### src/design/pdc_pkg.sv
// Register map, field layout and reset values of the divider configuration block
package pdc_pkg;
	localparam int ADDR_W = 8;
	localparam int DATA_W = 8;
	localparam int LS_W = 20;
	localparam int HS_W = 3;
	localparam int HS_CNT_W = 4;
	localparam int RATIO_W = 21;

	// Register offsets
	localparam logic [7:0] OFS_OUT1_DIV_UPPER = 8'h1f;
	localparam logic [7:0] OFS_OUT1_DIV_MIDDLE = 8'h20;
	localparam logic [7:0] OFS_OUT1_DIV_LOW = 8'h21;
	localparam logic [7:0] OFS_OUT2_DIV_UPPER = 8'h22;
	localparam logic [7:0] OFS_OUT2_DIV_MIDDLE = 8'h23;
	localparam logic [7:0] OFS_OUT2_DIV_LOW = 8'h24;
	localparam logic [7:0] OFS_FEEDBACK_HS_AND_UPPER = 8'h28;
	localparam logic [7:0] OFS_FEEDBACK_DIV_MIDDLE = 8'h29;

	// Reset values
	localparam logic [7:0] RST_OUT1_DIV_UPPER = 8'h00;
	localparam logic [7:0] RST_OUT1_DIV_MIDDLE = 8'h00;
	localparam logic [7:0] RST_OUT1_DIV_LOW = 8'h31;
	localparam logic [7:0] RST_OUT2_DIV_UPPER = 8'h00;
	localparam logic [7:0] RST_OUT2_DIV_MIDDLE = 8'h00;
	localparam logic [7:0] RST_OUT2_DIV_LOW = 8'h31;
	localparam logic [7:0] RST_FEEDBACK_HS_AND_UPPER = 8'hc0;
	localparam logic [7:0] RST_FEEDBACK_DIV_MIDDLE = 8'h00;

	// Writable bits per register kind
	localparam logic [7:0] MASK_UPPER = 8'h0f;
	localparam logic [7:0] MASK_FULL = 8'hff;
	localparam logic [7:0] MASK_FEEDBACK_HS_AND_UPPER = 8'hef;

	// Field positions
	localparam int UPPER_MSB = 3;
	localparam int HS_MSB = 7;
	localparam int HS_LSB = 5;

	// High-speed code 0 divides by 4, so terminal count is code plus 3
	localparam logic [HS_CNT_W-1:0] HS_TERM_BIAS = 4'h3;
	localparam logic [RATIO_W-1:0] RATIO_BIAS = 21'h00001;
endpackage

### src/design/pdc_count_div.sv
// Counting divider with a terminal count that is taken up only at wrap
`timescale 1ns/100ps
`default_nettype none
module pdc_count_div
#(
	parameter int W = 20
)
(
	input wire logic i_clk,
	input wire logic i_rst_n,
	input wire logic i_en,
	input wire logic [W-1:0] i_term,
	output logic o_tick
);
	typedef struct packed {
		logic [W-1:0] count;
		logic [W-1:0] term;
		logic tick;
	} pdc_cnt_s;

	pdc_cnt_s state;
	pdc_cnt_s next_state;

	always_comb
	begin
		next_state = state;
		next_state.tick = 1'b0;
		if (i_en)
		begin
			// New term only at wrap, so a write never cuts a period short
			if (state.count >= state.term)
			begin
				next_state.count = '0;
				next_state.term = i_term;
				next_state.tick = 1'b1;
			end
			else
			begin
				next_state.count = state.count + W'(1);
			end
		end
	end

	always_ff @(posedge i_clk)
	begin
		if (!i_rst_n)
			state <= '0;
		else
			state <= next_state;
	end

	assign o_tick = state.tick;
endmodule
`default_nettype wire

### src/design/pdc_hs_div.sv
// Feedback high-speed divider, ratios 4 to 11 from a 3-bit code
`timescale 1ns/100ps
`default_nettype none
module pdc_hs_div
(
	input wire logic i_clk,
	input wire logic i_rst_n,
	input wire logic i_en,
	input wire logic [pdc_pkg::HS_W-1:0] i_code,
	output logic o_tick
);
	typedef struct packed {
		logic [pdc_pkg::HS_CNT_W-1:0] count;
		logic tick;
	} pdc_hs_s;

	pdc_hs_s state;
	pdc_hs_s next_state;
	logic [pdc_pkg::HS_CNT_W-1:0] term;

	assign term = {1'b0, i_code} + pdc_pkg::HS_TERM_BIAS;

	always_comb
	begin
		next_state = state;
		next_state.tick = 1'b0;
		if (i_en)
		begin
			if (state.count >= term)
			begin
				next_state.count = '0;
				next_state.tick = 1'b1;
			end
			else
			begin
				next_state.count = state.count + pdc_pkg::HS_CNT_W'(1);
			end
		end
	end

	always_ff @(posedge i_clk)
	begin
		if (!i_rst_n)
			state <= '0;
		else
			state <= next_state;
	end

	assign o_tick = state.tick;
endmodule
`default_nettype wire

### src/design/pll_divider_config.sv
// Divider configuration registers and output and feedback divider chains
// Summary of operation
// - First output clock divided by 20-bit field over upper, middle, low registers.
// - Second output clock divided by its own 20-bit field, three registers.
// - Output division ratio is field plus one: 1, 2, then even ratios.
// - Feedback high-speed code in bits 7:5 selects ratio 4 to 11.
// - Feedback low-speed divider output feeds phase detector; upper and middle split.
// - Reset loads output low bytes with 0x31, output upper and middle and feedback middle bytes zero.
// - Reset loads feedback high-speed and upper register with 0xc0.
`timescale 1ns/100ps
`default_nettype none
module pll_divider_config
(
	input wire logic i_clk,
	input wire logic i_rst_n,
	input wire logic i_reg_wr,
	input wire logic i_reg_rd,
	input wire logic [pdc_pkg::ADDR_W-1:0] i_reg_addr,
	input wire logic [pdc_pkg::DATA_W-1:0] i_reg_wdata,
	output logic [pdc_pkg::DATA_W-1:0] o_reg_rdata,
	output logic o_reg_rvalid,
	output logic o_reg_hit,
	input wire logic i_output_hs_tick,
	input wire logic i_vco_tick,
	input wire logic [pdc_pkg::DATA_W-1:0] i_feedback_lowspeed_low,
	output logic o_first_output_clock,
	output logic o_second_output_clock,
	output logic o_phase_detector_tick,
	output logic [pdc_pkg::RATIO_W-1:0] o_first_output_ratio,
	output logic [pdc_pkg::RATIO_W-1:0] o_second_output_ratio,
	output logic o_first_output_setting_legal,
	output logic o_second_output_setting_legal
);
	typedef struct packed {
		logic [7:0] out1_div_upper;
		logic [7:0] out1_div_middle;
		logic [7:0] out1_div_low;
		logic [7:0] out2_div_upper;
		logic [7:0] out2_div_middle;
		logic [7:0] out2_div_low;
		logic [7:0] feedback_hs_and_upper;
		logic [7:0] feedback_div_middle;
		logic [pdc_pkg::DATA_W-1:0] rdata;
		logic rvalid;
		logic [pdc_pkg::RATIO_W-1:0] ratio1;
		logic [pdc_pkg::RATIO_W-1:0] ratio2;
		logic legal1;
		logic legal2;
	} pdc_state_s;

	pdc_state_s state;
	pdc_state_s next_state;

	logic [pdc_pkg::LS_W-1:0] first_output_lowspeed_divider;
	logic [pdc_pkg::LS_W-1:0] second_output_lowspeed_divider;
	logic [pdc_pkg::LS_W-1:0] feedback_lowspeed_divider;
	logic [pdc_pkg::HS_W-1:0] feedback_highspeed_divider;
	logic feedback_lowspeed_stage;
	logic addr_hit;
	logic [pdc_pkg::DATA_W-1:0] read_value;

	assign first_output_lowspeed_divider = {
		state.out1_div_upper[pdc_pkg::UPPER_MSB:0],
		state.out1_div_middle,
		state.out1_div_low
	};

	assign second_output_lowspeed_divider = {
		state.out2_div_upper[pdc_pkg::UPPER_MSB:0],
		state.out2_div_middle,
		state.out2_div_low
	};

	// feedback field, low byte from neighbour
	assign feedback_lowspeed_divider = {
		state.feedback_hs_and_upper[pdc_pkg::UPPER_MSB:0],
		state.feedback_div_middle,
		i_feedback_lowspeed_low
	};

	assign feedback_highspeed_divider =
		state.feedback_hs_and_upper[pdc_pkg::HS_MSB:pdc_pkg::HS_LSB];

	always_comb
	begin
		addr_hit = 1'b1;
		read_value = '0;
		unique case (i_reg_addr)
			pdc_pkg::OFS_OUT1_DIV_UPPER:
				read_value = state.out1_div_upper;
			pdc_pkg::OFS_OUT1_DIV_MIDDLE:
				read_value = state.out1_div_middle;
			pdc_pkg::OFS_OUT1_DIV_LOW:
				read_value = state.out1_div_low;
			pdc_pkg::OFS_OUT2_DIV_UPPER:
				read_value = state.out2_div_upper;
			pdc_pkg::OFS_OUT2_DIV_MIDDLE:
				read_value = state.out2_div_middle;
			pdc_pkg::OFS_OUT2_DIV_LOW:
				read_value = state.out2_div_low;
			pdc_pkg::OFS_FEEDBACK_HS_AND_UPPER:
				read_value = state.feedback_hs_and_upper;
			pdc_pkg::OFS_FEEDBACK_DIV_MIDDLE:
				read_value = state.feedback_div_middle;
			default:
				addr_hit = 1'b0;
		endcase
	end

	always_comb
	begin
		next_state = state;
		next_state.rvalid = 1'b0;
		if (i_reg_rd)
		begin
			// Unmapped offsets read as zero
			next_state.rdata = read_value;
			next_state.rvalid = 1'b1;
		end
		if (i_reg_wr)
		begin
			unique case (i_reg_addr)
				pdc_pkg::OFS_OUT1_DIV_UPPER:
					next_state.out1_div_upper = i_reg_wdata & pdc_pkg::MASK_UPPER;
				pdc_pkg::OFS_OUT1_DIV_MIDDLE:
					next_state.out1_div_middle = i_reg_wdata & pdc_pkg::MASK_FULL;
				pdc_pkg::OFS_OUT1_DIV_LOW:
					next_state.out1_div_low = i_reg_wdata & pdc_pkg::MASK_FULL;
				pdc_pkg::OFS_OUT2_DIV_UPPER:
					next_state.out2_div_upper = i_reg_wdata & pdc_pkg::MASK_UPPER;
				pdc_pkg::OFS_OUT2_DIV_MIDDLE:
					next_state.out2_div_middle = i_reg_wdata & pdc_pkg::MASK_FULL;
				pdc_pkg::OFS_OUT2_DIV_LOW:
					next_state.out2_div_low = i_reg_wdata & pdc_pkg::MASK_FULL;
				pdc_pkg::OFS_FEEDBACK_HS_AND_UPPER:
					next_state.feedback_hs_and_upper =
						i_reg_wdata & pdc_pkg::MASK_FEEDBACK_HS_AND_UPPER;
				pdc_pkg::OFS_FEEDBACK_DIV_MIDDLE:
					next_state.feedback_div_middle = i_reg_wdata & pdc_pkg::MASK_FULL;
				default:
				begin
				end
			endcase
		end
		next_state.ratio1 = {1'b0, first_output_lowspeed_divider} + pdc_pkg::RATIO_BIAS;
		next_state.ratio2 = {1'b0, second_output_lowspeed_divider} + pdc_pkg::RATIO_BIAS;
		// flag nonzero even settings the host should avoid
		next_state.legal1 = (first_output_lowspeed_divider == '0)
			|| first_output_lowspeed_divider[0];
		next_state.legal2 = (second_output_lowspeed_divider == '0)
			|| second_output_lowspeed_divider[0];
	end

	always_ff @(posedge i_clk)
	begin
		if (!i_rst_n)
		begin
			state.out1_div_upper <= pdc_pkg::RST_OUT1_DIV_UPPER;
			state.out1_div_middle <= pdc_pkg::RST_OUT1_DIV_MIDDLE;
			state.out1_div_low <= pdc_pkg::RST_OUT1_DIV_LOW;
			state.out2_div_upper <= pdc_pkg::RST_OUT2_DIV_UPPER;
			state.out2_div_middle <= pdc_pkg::RST_OUT2_DIV_MIDDLE;
			state.out2_div_low <= pdc_pkg::RST_OUT2_DIV_LOW;
			state.feedback_hs_and_upper <= pdc_pkg::RST_FEEDBACK_HS_AND_UPPER;
			state.feedback_div_middle <= pdc_pkg::RST_FEEDBACK_DIV_MIDDLE;
			state.rdata <= '0;
			state.rvalid <= 1'b0;
			state.ratio1 <= '0;
			state.ratio2 <= '0;
			state.legal1 <= 1'b0;
			state.legal2 <= 1'b0;
		end
		else
		begin
			state <= next_state;
		end
	end

	// Per-channel view so both outputs share one divider description
	logic [pdc_pkg::LS_W-1:0] out_field [2];
	logic out_tick [2];

	assign out_field[0] = first_output_lowspeed_divider;
	assign out_field[1] = second_output_lowspeed_divider;

	for (genvar ch = 0; ch < 2; ch++)
	begin
		pdc_count_div #(
			.W(pdc_pkg::LS_W)
		) u_out_div (
			.i_clk(i_clk),
			.i_rst_n(i_rst_n),
			.i_en(i_output_hs_tick),
			.i_term(out_field[ch]),
			.o_tick(out_tick[ch])
		);
	end

	pdc_hs_div u_fb_hs_div (
		.i_clk(i_clk),
		.i_rst_n(i_rst_n),
		.i_en(i_vco_tick),
		.i_code(feedback_highspeed_divider),
		.o_tick(feedback_lowspeed_stage)
	);

	pdc_count_div #(
		.W(pdc_pkg::LS_W)
	) u_fb_ls_div (
		.i_clk(i_clk),
		.i_rst_n(i_rst_n),
		.i_en(feedback_lowspeed_stage),
		.i_term(feedback_lowspeed_divider),
		.o_tick(o_phase_detector_tick)
	);

	assign o_reg_rdata = state.rdata;
	assign o_reg_rvalid = state.rvalid;
	assign o_reg_hit = addr_hit;
	assign o_first_output_clock = out_tick[0];
	assign o_second_output_clock = out_tick[1];
	assign o_first_output_ratio = state.ratio1;
	assign o_second_output_ratio = state.ratio2;
	assign o_first_output_setting_legal = state.legal1;
	assign o_second_output_setting_legal = state.legal2;
endmodule
`default_nettype wire

### config.mk
export PLATFORM = sky130hd
export DESIGN_NAME = pll_divider_config
export DESIGN_NICKNAME = d
export VERILOG_FILES = /design/src/design/pdc_pkg.sv /design/src/design/pdc_count_div.sv /design/src/design/pdc_hs_div.sv /design/src/design/pll_divider_config.sv
export SDC_FILE = /design/constraint.sdc
export NUM_CORES = 1
export LEC_CHECK = 0
export BUFFER_PORTS_ARGS = -buffer_cell sky130_fd_sc_hd__buf_2
export CORE_UTILIZATION = 46
export CTS_CLUSTER_DIAMETER = 100
export DETAILED_ROUTE_END_ITERATION = 12
export PLACE_DENSITY_LB_ADDON = 0.2
export SETUP_SLACK_MARGIN = 0.2
export SYNTH_ARGS = -nofsm -noshare
export SYNTH_HDL_FRONTEND = slang
export SYNTH_SLANG_ARGS = --single-unit
### constraint.sdc
create_clock -name i_clk -period 3.95 [get_ports i_clk]
set_input_delay 0.1975 -clock i_clk [delete_from_list [all_inputs] [get_ports i_clk]]
set_output_delay 0.1975 -clock i_clk [all_outputs]
set_load 0.02 [all_outputs]
==> flow_results.xml <==
<?xml version="1.0" encoding="UTF-8"?>
<metrics>
  <group name="run_status">
    <metric name="run_status" unit="">completed</metric>
  </group>
  <group name="synth">
    <metric name="synth_mux_area_frac" unit="">0.0690</metric>
    <metric name="fraction_of_the_mapped_netlist_area_in_compound_gates" unit="">0.0816</metric>
    <metric name="synth_top_family_by_area" unit="">simple AND/OR/NAND/NOR gates</metric>
    <metric name="mapped_avg_cell_area" unit="µm²">8.68</metric>
    <metric name="netlist.top_cell.by_area" unit="">sky130_fd_sc_hd__dfxtp_1</metric>
    <metric name="yosysWarnings" unit="">0</metric>
    <metric name="distinct_cell_type_count_of_the_synthesized_netlist" unit="">60</metric>
    <metric name="xor_xnor_fraction_of_synth_area" unit="">0.0651</metric>
    <metric name="yosys_register_bits" unit="">236</metric>
    <metric name="area_share_of_the_largest_cell_type_after_synthesis" unit="">0.404</metric>
    <metric name="post_synth_inst_count" unit="">1348</metric>
    <metric name="mappedNetlistNets" unit="">1451</metric>
    <metric name="asyncSetResetFlopFracSynth" unit="">0</metric>
    <metric name="synth_simple_gate_area_share" unit="">0.249</metric>
    <metric name="netlist_area" unit="µm²">11700</metric>
    <metric name="post_synth_main_area_contributors" unit="">sky130_fd_sc_hd__dfxtp_1 40%, sky130_fd_sc_hd__ha_1 7.8%, sky130_fd_sc_hd__mux2i_1 6.4%</metric>
    <metric name="postSynth.topFlopCell" unit="">sky130_fd_sc_hd__dfxtp_1</metric>
    <metric name="synth_fa_ha_area_frac" unit="">0.0780</metric>
    <metric name="synth_edf_count" unit="">0</metric>
    <metric name="sequential_element_share_of_the_synthesized_area" unit="">0.404</metric>
  </group>
  <group name="floorplan">
    <metric name="placementRows" unit="">58</metric>
    <metric name="vertical_extent_of_the_die" unit="µm">162</metric>
    <metric name="starting_density_of_the_core" unit="">0.467</metric>
    <metric name="core_area" unit="µm²">25000</metric>
    <metric name="die_width" unit="µm">162</metric>
    <metric name="pin_count" unit="">87</metric>
    <metric name="design.die.area" unit="µm²">26100</metric>
  </group>
  <group name="clock_tree">
    <metric name="cts_buffers" unit="">26</metric>
    <metric name="worstSkewPairLatency" unit="ns">0.53</metric>
    <metric name="clock_tree.buffer_depth" unit="">3</metric>
    <metric name="cts.sink_count" unit="">236</metric>
    <metric name="tritoncts_clock_tree" unit="">built</metric>
    <metric name="cts-root-buf" unit="">sky130_fd_sc_hd__clkbuf_16</metric>
    <metric name="clk_transition_reported_paths" unit="ns">0.06</metric>
    <metric name="h_tree_levels" unit="">1</metric>
  </group>
  <group name="grt">
    <metric name="maximum_number_of_pins_on_one_net_before_global_route_repair" unit="">79</metric>
    <metric name="antenna_found_initial" unit="">0</metric>
    <metric name="groute.usage.overall" unit="">0.213</metric>
    <metric name="global_route.overflow_total" unit="">0</metric>
    <metric name="first_pass_grt_wire_length" unit="µm">45100</metric>
    <metric name="grt_pass1_vias" unit="">8683</metric>
  </group>
  <group name="critical_path">
    <metric name="worst_r2r_path_depth" unit="">9</metric>
    <metric name="endpoint_kind" unit="">flop</metric>
    <metric name="cp_max_fo" unit="">13</metric>
    <metric name="crit_reg_reg_startpoint" unit="">u_fb_ls_div.state[19]</metric>
    <metric name="ff2ff_setup_slack" unit="ns">1.16</metric>
    <metric name="setup.worst_path.class" unit="">reg -&gt; reg</metric>
    <metric name="cp_data_required_time" unit="ns">4.37</metric>
    <metric name="crit-reg2reg-capture" unit="">u_fb_ls_div.state[14]</metric>
    <metric name="critPathLaunchType" unit="">flop</metric>
    <metric name="worstPathArrival" unit="ns">3.20</metric>
  </group>
  <group name="layout">
    <metric name="area_growth" unit="%">13.5</metric>
    <metric name="layout_commonest_cell" unit="">sky130_fd_sc_hd__dfxtp_1</metric>
    <metric name="layout.nets" unit="">1499</metric>
    <metric name="antenna_cells_inserted" unit="">0</metric>
    <metric name="n_fill_cell" unit="">2398</metric>
    <metric name="top_library_cells_by_usage_in_the_layout_fill_and_taps_aside" unit="">236 x sky130_fd_sc_hd__dfxtp_1, 172 x sky130_fd_sc_hd__nand2_1, 99 x sky130_fd_sc_hd__nand3_1</metric>
    <metric name="fin_cells" unit="">1744</metric>
    <metric name="drive_gt1_frac" unit="">0.107</metric>
  </group>
  <group name="timing">
    <metric name="hold_viol_final" unit="">0</metric>
    <metric name="timing.fmax" unit="MHz">359</metric>
    <metric name="finalClockSkew" unit="ns">0.0110</metric>
    <metric name="whs" unit="ns">0.0336</metric>
    <metric name="max_slew.worst_pin.slew" unit="ns">1.05</metric>
    <metric name="maxSlewHeadroom" unit="">0.300</metric>
    <metric name="setup_viol_count_final" unit="">0</metric>
    <metric name="grt_setup_unrepaired" unit="">false</metric>
    <metric name="drv_slew" unit="">0</metric>
    <metric name="fin_crit_sh" unit="">0.705</metric>
    <metric name="final_period_demand_of_the_worst_path" unit="ns">2.79</metric>
    <metric name="finalSetupTns" unit="ns">0</metric>
  </group>
  <group name="placed_design">
    <metric name="place_inst" unit="">1688</metric>
    <metric name="finalWeightedCongestion" unit="">0.810</metric>
    <metric name="port_buffers" unit="">86</metric>
    <metric name="post-dp-hpwl" unit="µm">19700</metric>
  </group>
  <group name="pwr">
    <metric name="vdd_ir_drop_max" unit="mV">0.302</metric>
    <metric name="p_leak" unit="µW">0.00536</metric>
    <metric name="power" unit="µW">5400</metric>
    <metric name="power.density" unit="nW/µm²">406</metric>
  </group>
  <group name="worst_hold_path">
    <metric name="min_from" unit="">i_reg_wdata[5]</metric>
    <metric name="worst_min_path_class" unit="">in -&gt; reg</metric>
    <metric name="holdPathEnd" unit="">feedback_lowspeed_divider[13]</metric>
    <metric name="worstHoldPathCells" unit="">3</metric>
  </group>
  <group name="job">
    <metric name="maxcap_viol_count" unit="">0</metric>
  </group>
  <group name="routing">
    <metric name="drt_pass1_iterations" unit="">7</metric>
    <metric name="dr_total_vias" unit="">9253</metric>
    <metric name="drtAntennaViolNets" unit="">0</metric>
    <metric name="drtIter0Drc" unit="">597</metric>
    <metric name="detail_route.drc_violations" unit="">0</metric>
    <metric name="wl_per_cell" unit="µm">16.0</metric>
    <metric name="routed_wirelength" unit="µm">28000</metric>
    <metric name="detail_route.vias_per_cell" unit="">5.31</metric>
  </group>
</metrics>
[per-stage QoR]
step                      utilization  setup slack (ns)  instance area (µm²)
after detailed placement        0.490              1.22                12300
after CTS                       0.531              1.17                13300
after global routing            0.531             0.978                13300
after global placement          0.490              1.26                12300
after floorplan                     -              1.60                11700
final                           0.531              1.16                13300
[layout make-up]
type                    instances  area [µm²]  area share
flip-flops and latches        236        4720       0.356
inverters                      75         282      0.0212
well taps                     330         413      0.0311
clock buffers                  35         736      0.0554
repair buffers                103         589      0.0444
clock inverters                11         183      0.0138
multi-input cells             954        6360       0.479
[synth_stat cells (4+ instances only)]
cell type / number
sky130_fd_sc_hd__dfxtp_1: 236
sky130_fd_sc_hd__nand2_1: 172
sky130_fd_sc_hd__nand3_1: 99
sky130_fd_sc_hd__nor2_1: 77
sky130_fd_sc_hd__inv_1: 75
sky130_fd_sc_hd__mux2i_1: 75
sky130_fd_sc_hd__ha_1: 73
sky130_fd_sc_hd__clkbuf_1: 63
sky130_fd_sc_hd__nor2b_1: 57
sky130_fd_sc_hd__xor2_1: 47
sky130_fd_sc_hd__o21ai_0: 46
sky130_fd_sc_hd__xnor2_1: 40
sky130_fd_sc_hd__and2_1: 38
sky130_fd_sc_hd__nand4_1: 34
sky130_fd_sc_hd__a21boi_0: 29
sky130_fd_sc_hd__a21oi_1: 27
sky130_fd_sc_hd__and3_1: 23
sky130_fd_sc_hd__nor4_1: 14
sky130_fd_sc_hd__buf_2: 12
sky130_fd_sc_hd__and4_1: 11
sky130_fd_sc_hd__nor3_1: 11
sky130_fd_sc_hd__a22o_1: 7
sky130_fd_sc_hd__or3_1: 6
sky130_fd_sc_hd__a222oi_1: 5
sky130_fd_sc_hd__buf_1: 5
sky130_fd_sc_hd__nand2b_1: 5
sky130_fd_sc_hd__a21o_1: 4
sky130_fd_sc_hd__a31oi_1: 4
sky130_fd_sc_hd__o21a_1: 4
[flip-flops by register name (all words and copies together) (netlist names), 3 cells and up]
signal,flops
u_fb_ls_div.state,40
o_first_output_ratio,21
o_second_output_ratio,21
feedback_lowspeed_divider,12
out_field,20
feedback_highspeed_divider,3
genblk1.u_out_div.state,80
u_fb_hs_div.state,4
o_reg_rdata,8
first_output_lowspeed_divider,20
[logic make-up (layout without fill, tap and decap cells)]
family / count (synthesis) / in the layout
adders and majority gates: 73 / 73
buffers and inverters: 158 / 224
muxes: 78 / 78
xor gates and xnor gates: 87 / 87
and+or+nand+nor: 570 / 570
DFF: 236 / 236
AOI/OAI and AO/OA: 146 / 146
[how the worst max path moves through the flow]
stage / startpoint / slack [ns] / to
6_report: u_fb_ls_div.state[19] / 1.16 / u_fb_ls_div.state[14]
5_1_grt: u_fb_ls_div.state[19] / 0.98 / u_fb_ls_div.state[13]
4_1_cts: u_fb_ls_div.state[19] / 1.17 / u_fb_ls_div.state[14]
3_5_place_dp: u_fb_ls_div.state[20] / 1.22 / u_fb_ls_div.state[20]
3_3_place_gp: u_fb_ls_div.state[16] / 1.26 / u_fb_ls_div.state[15]
2_1_floorplan: u_fb_ls_div.state[21] / 1.60 / u_fb_ls_div.state[30]
[power by group]
part,total (µW),switching [µW],internal [µW]
combinational,372,237,135
sequential,2430,18.8,2410
clock,2590,969,1620
total,5400,1220,4170
[what timing repair did]
item,CTS,global route
setup buffers,0,0
resized for setup,0,0
hold buffers,10,0
endpoints found under the hold margin,12,0
[routing by layer]
metal | vias up | track usage | wire length, µm
li1 | 4681 | - | -
met1 | 4313 | 0.295 | 13200
met2 | 216 | 0.345 | 12700
met3 | 43 | 0.0300 | 1460
met4 | 0 | 0.0570 | 567
met5 | - | 0 | 0
[worst max-delay path, cell delays in order, from the launching register on]
cell,delay [ns]
sky130_fd_sc_hd__dfxtp_1,0.34
sky130_fd_sc_hd__inv_1,0.05
sky130_fd_sc_hd__ha_1,0.31
sky130_fd_sc_hd__nand4_1,0.18
sky130_fd_sc_hd__nor4_1,0.33
sky130_fd_sc_hd__a32o_1,0.31
sky130_fd_sc_hd__o31a_1,0.52
sky130_fd_sc_hd__buf_4,0.36
sky130_fd_sc_hd__mux2i_1,0.22
sky130_fd_sc_hd__nor2b_1,0.06
Power figures use the tool's default switching activity.
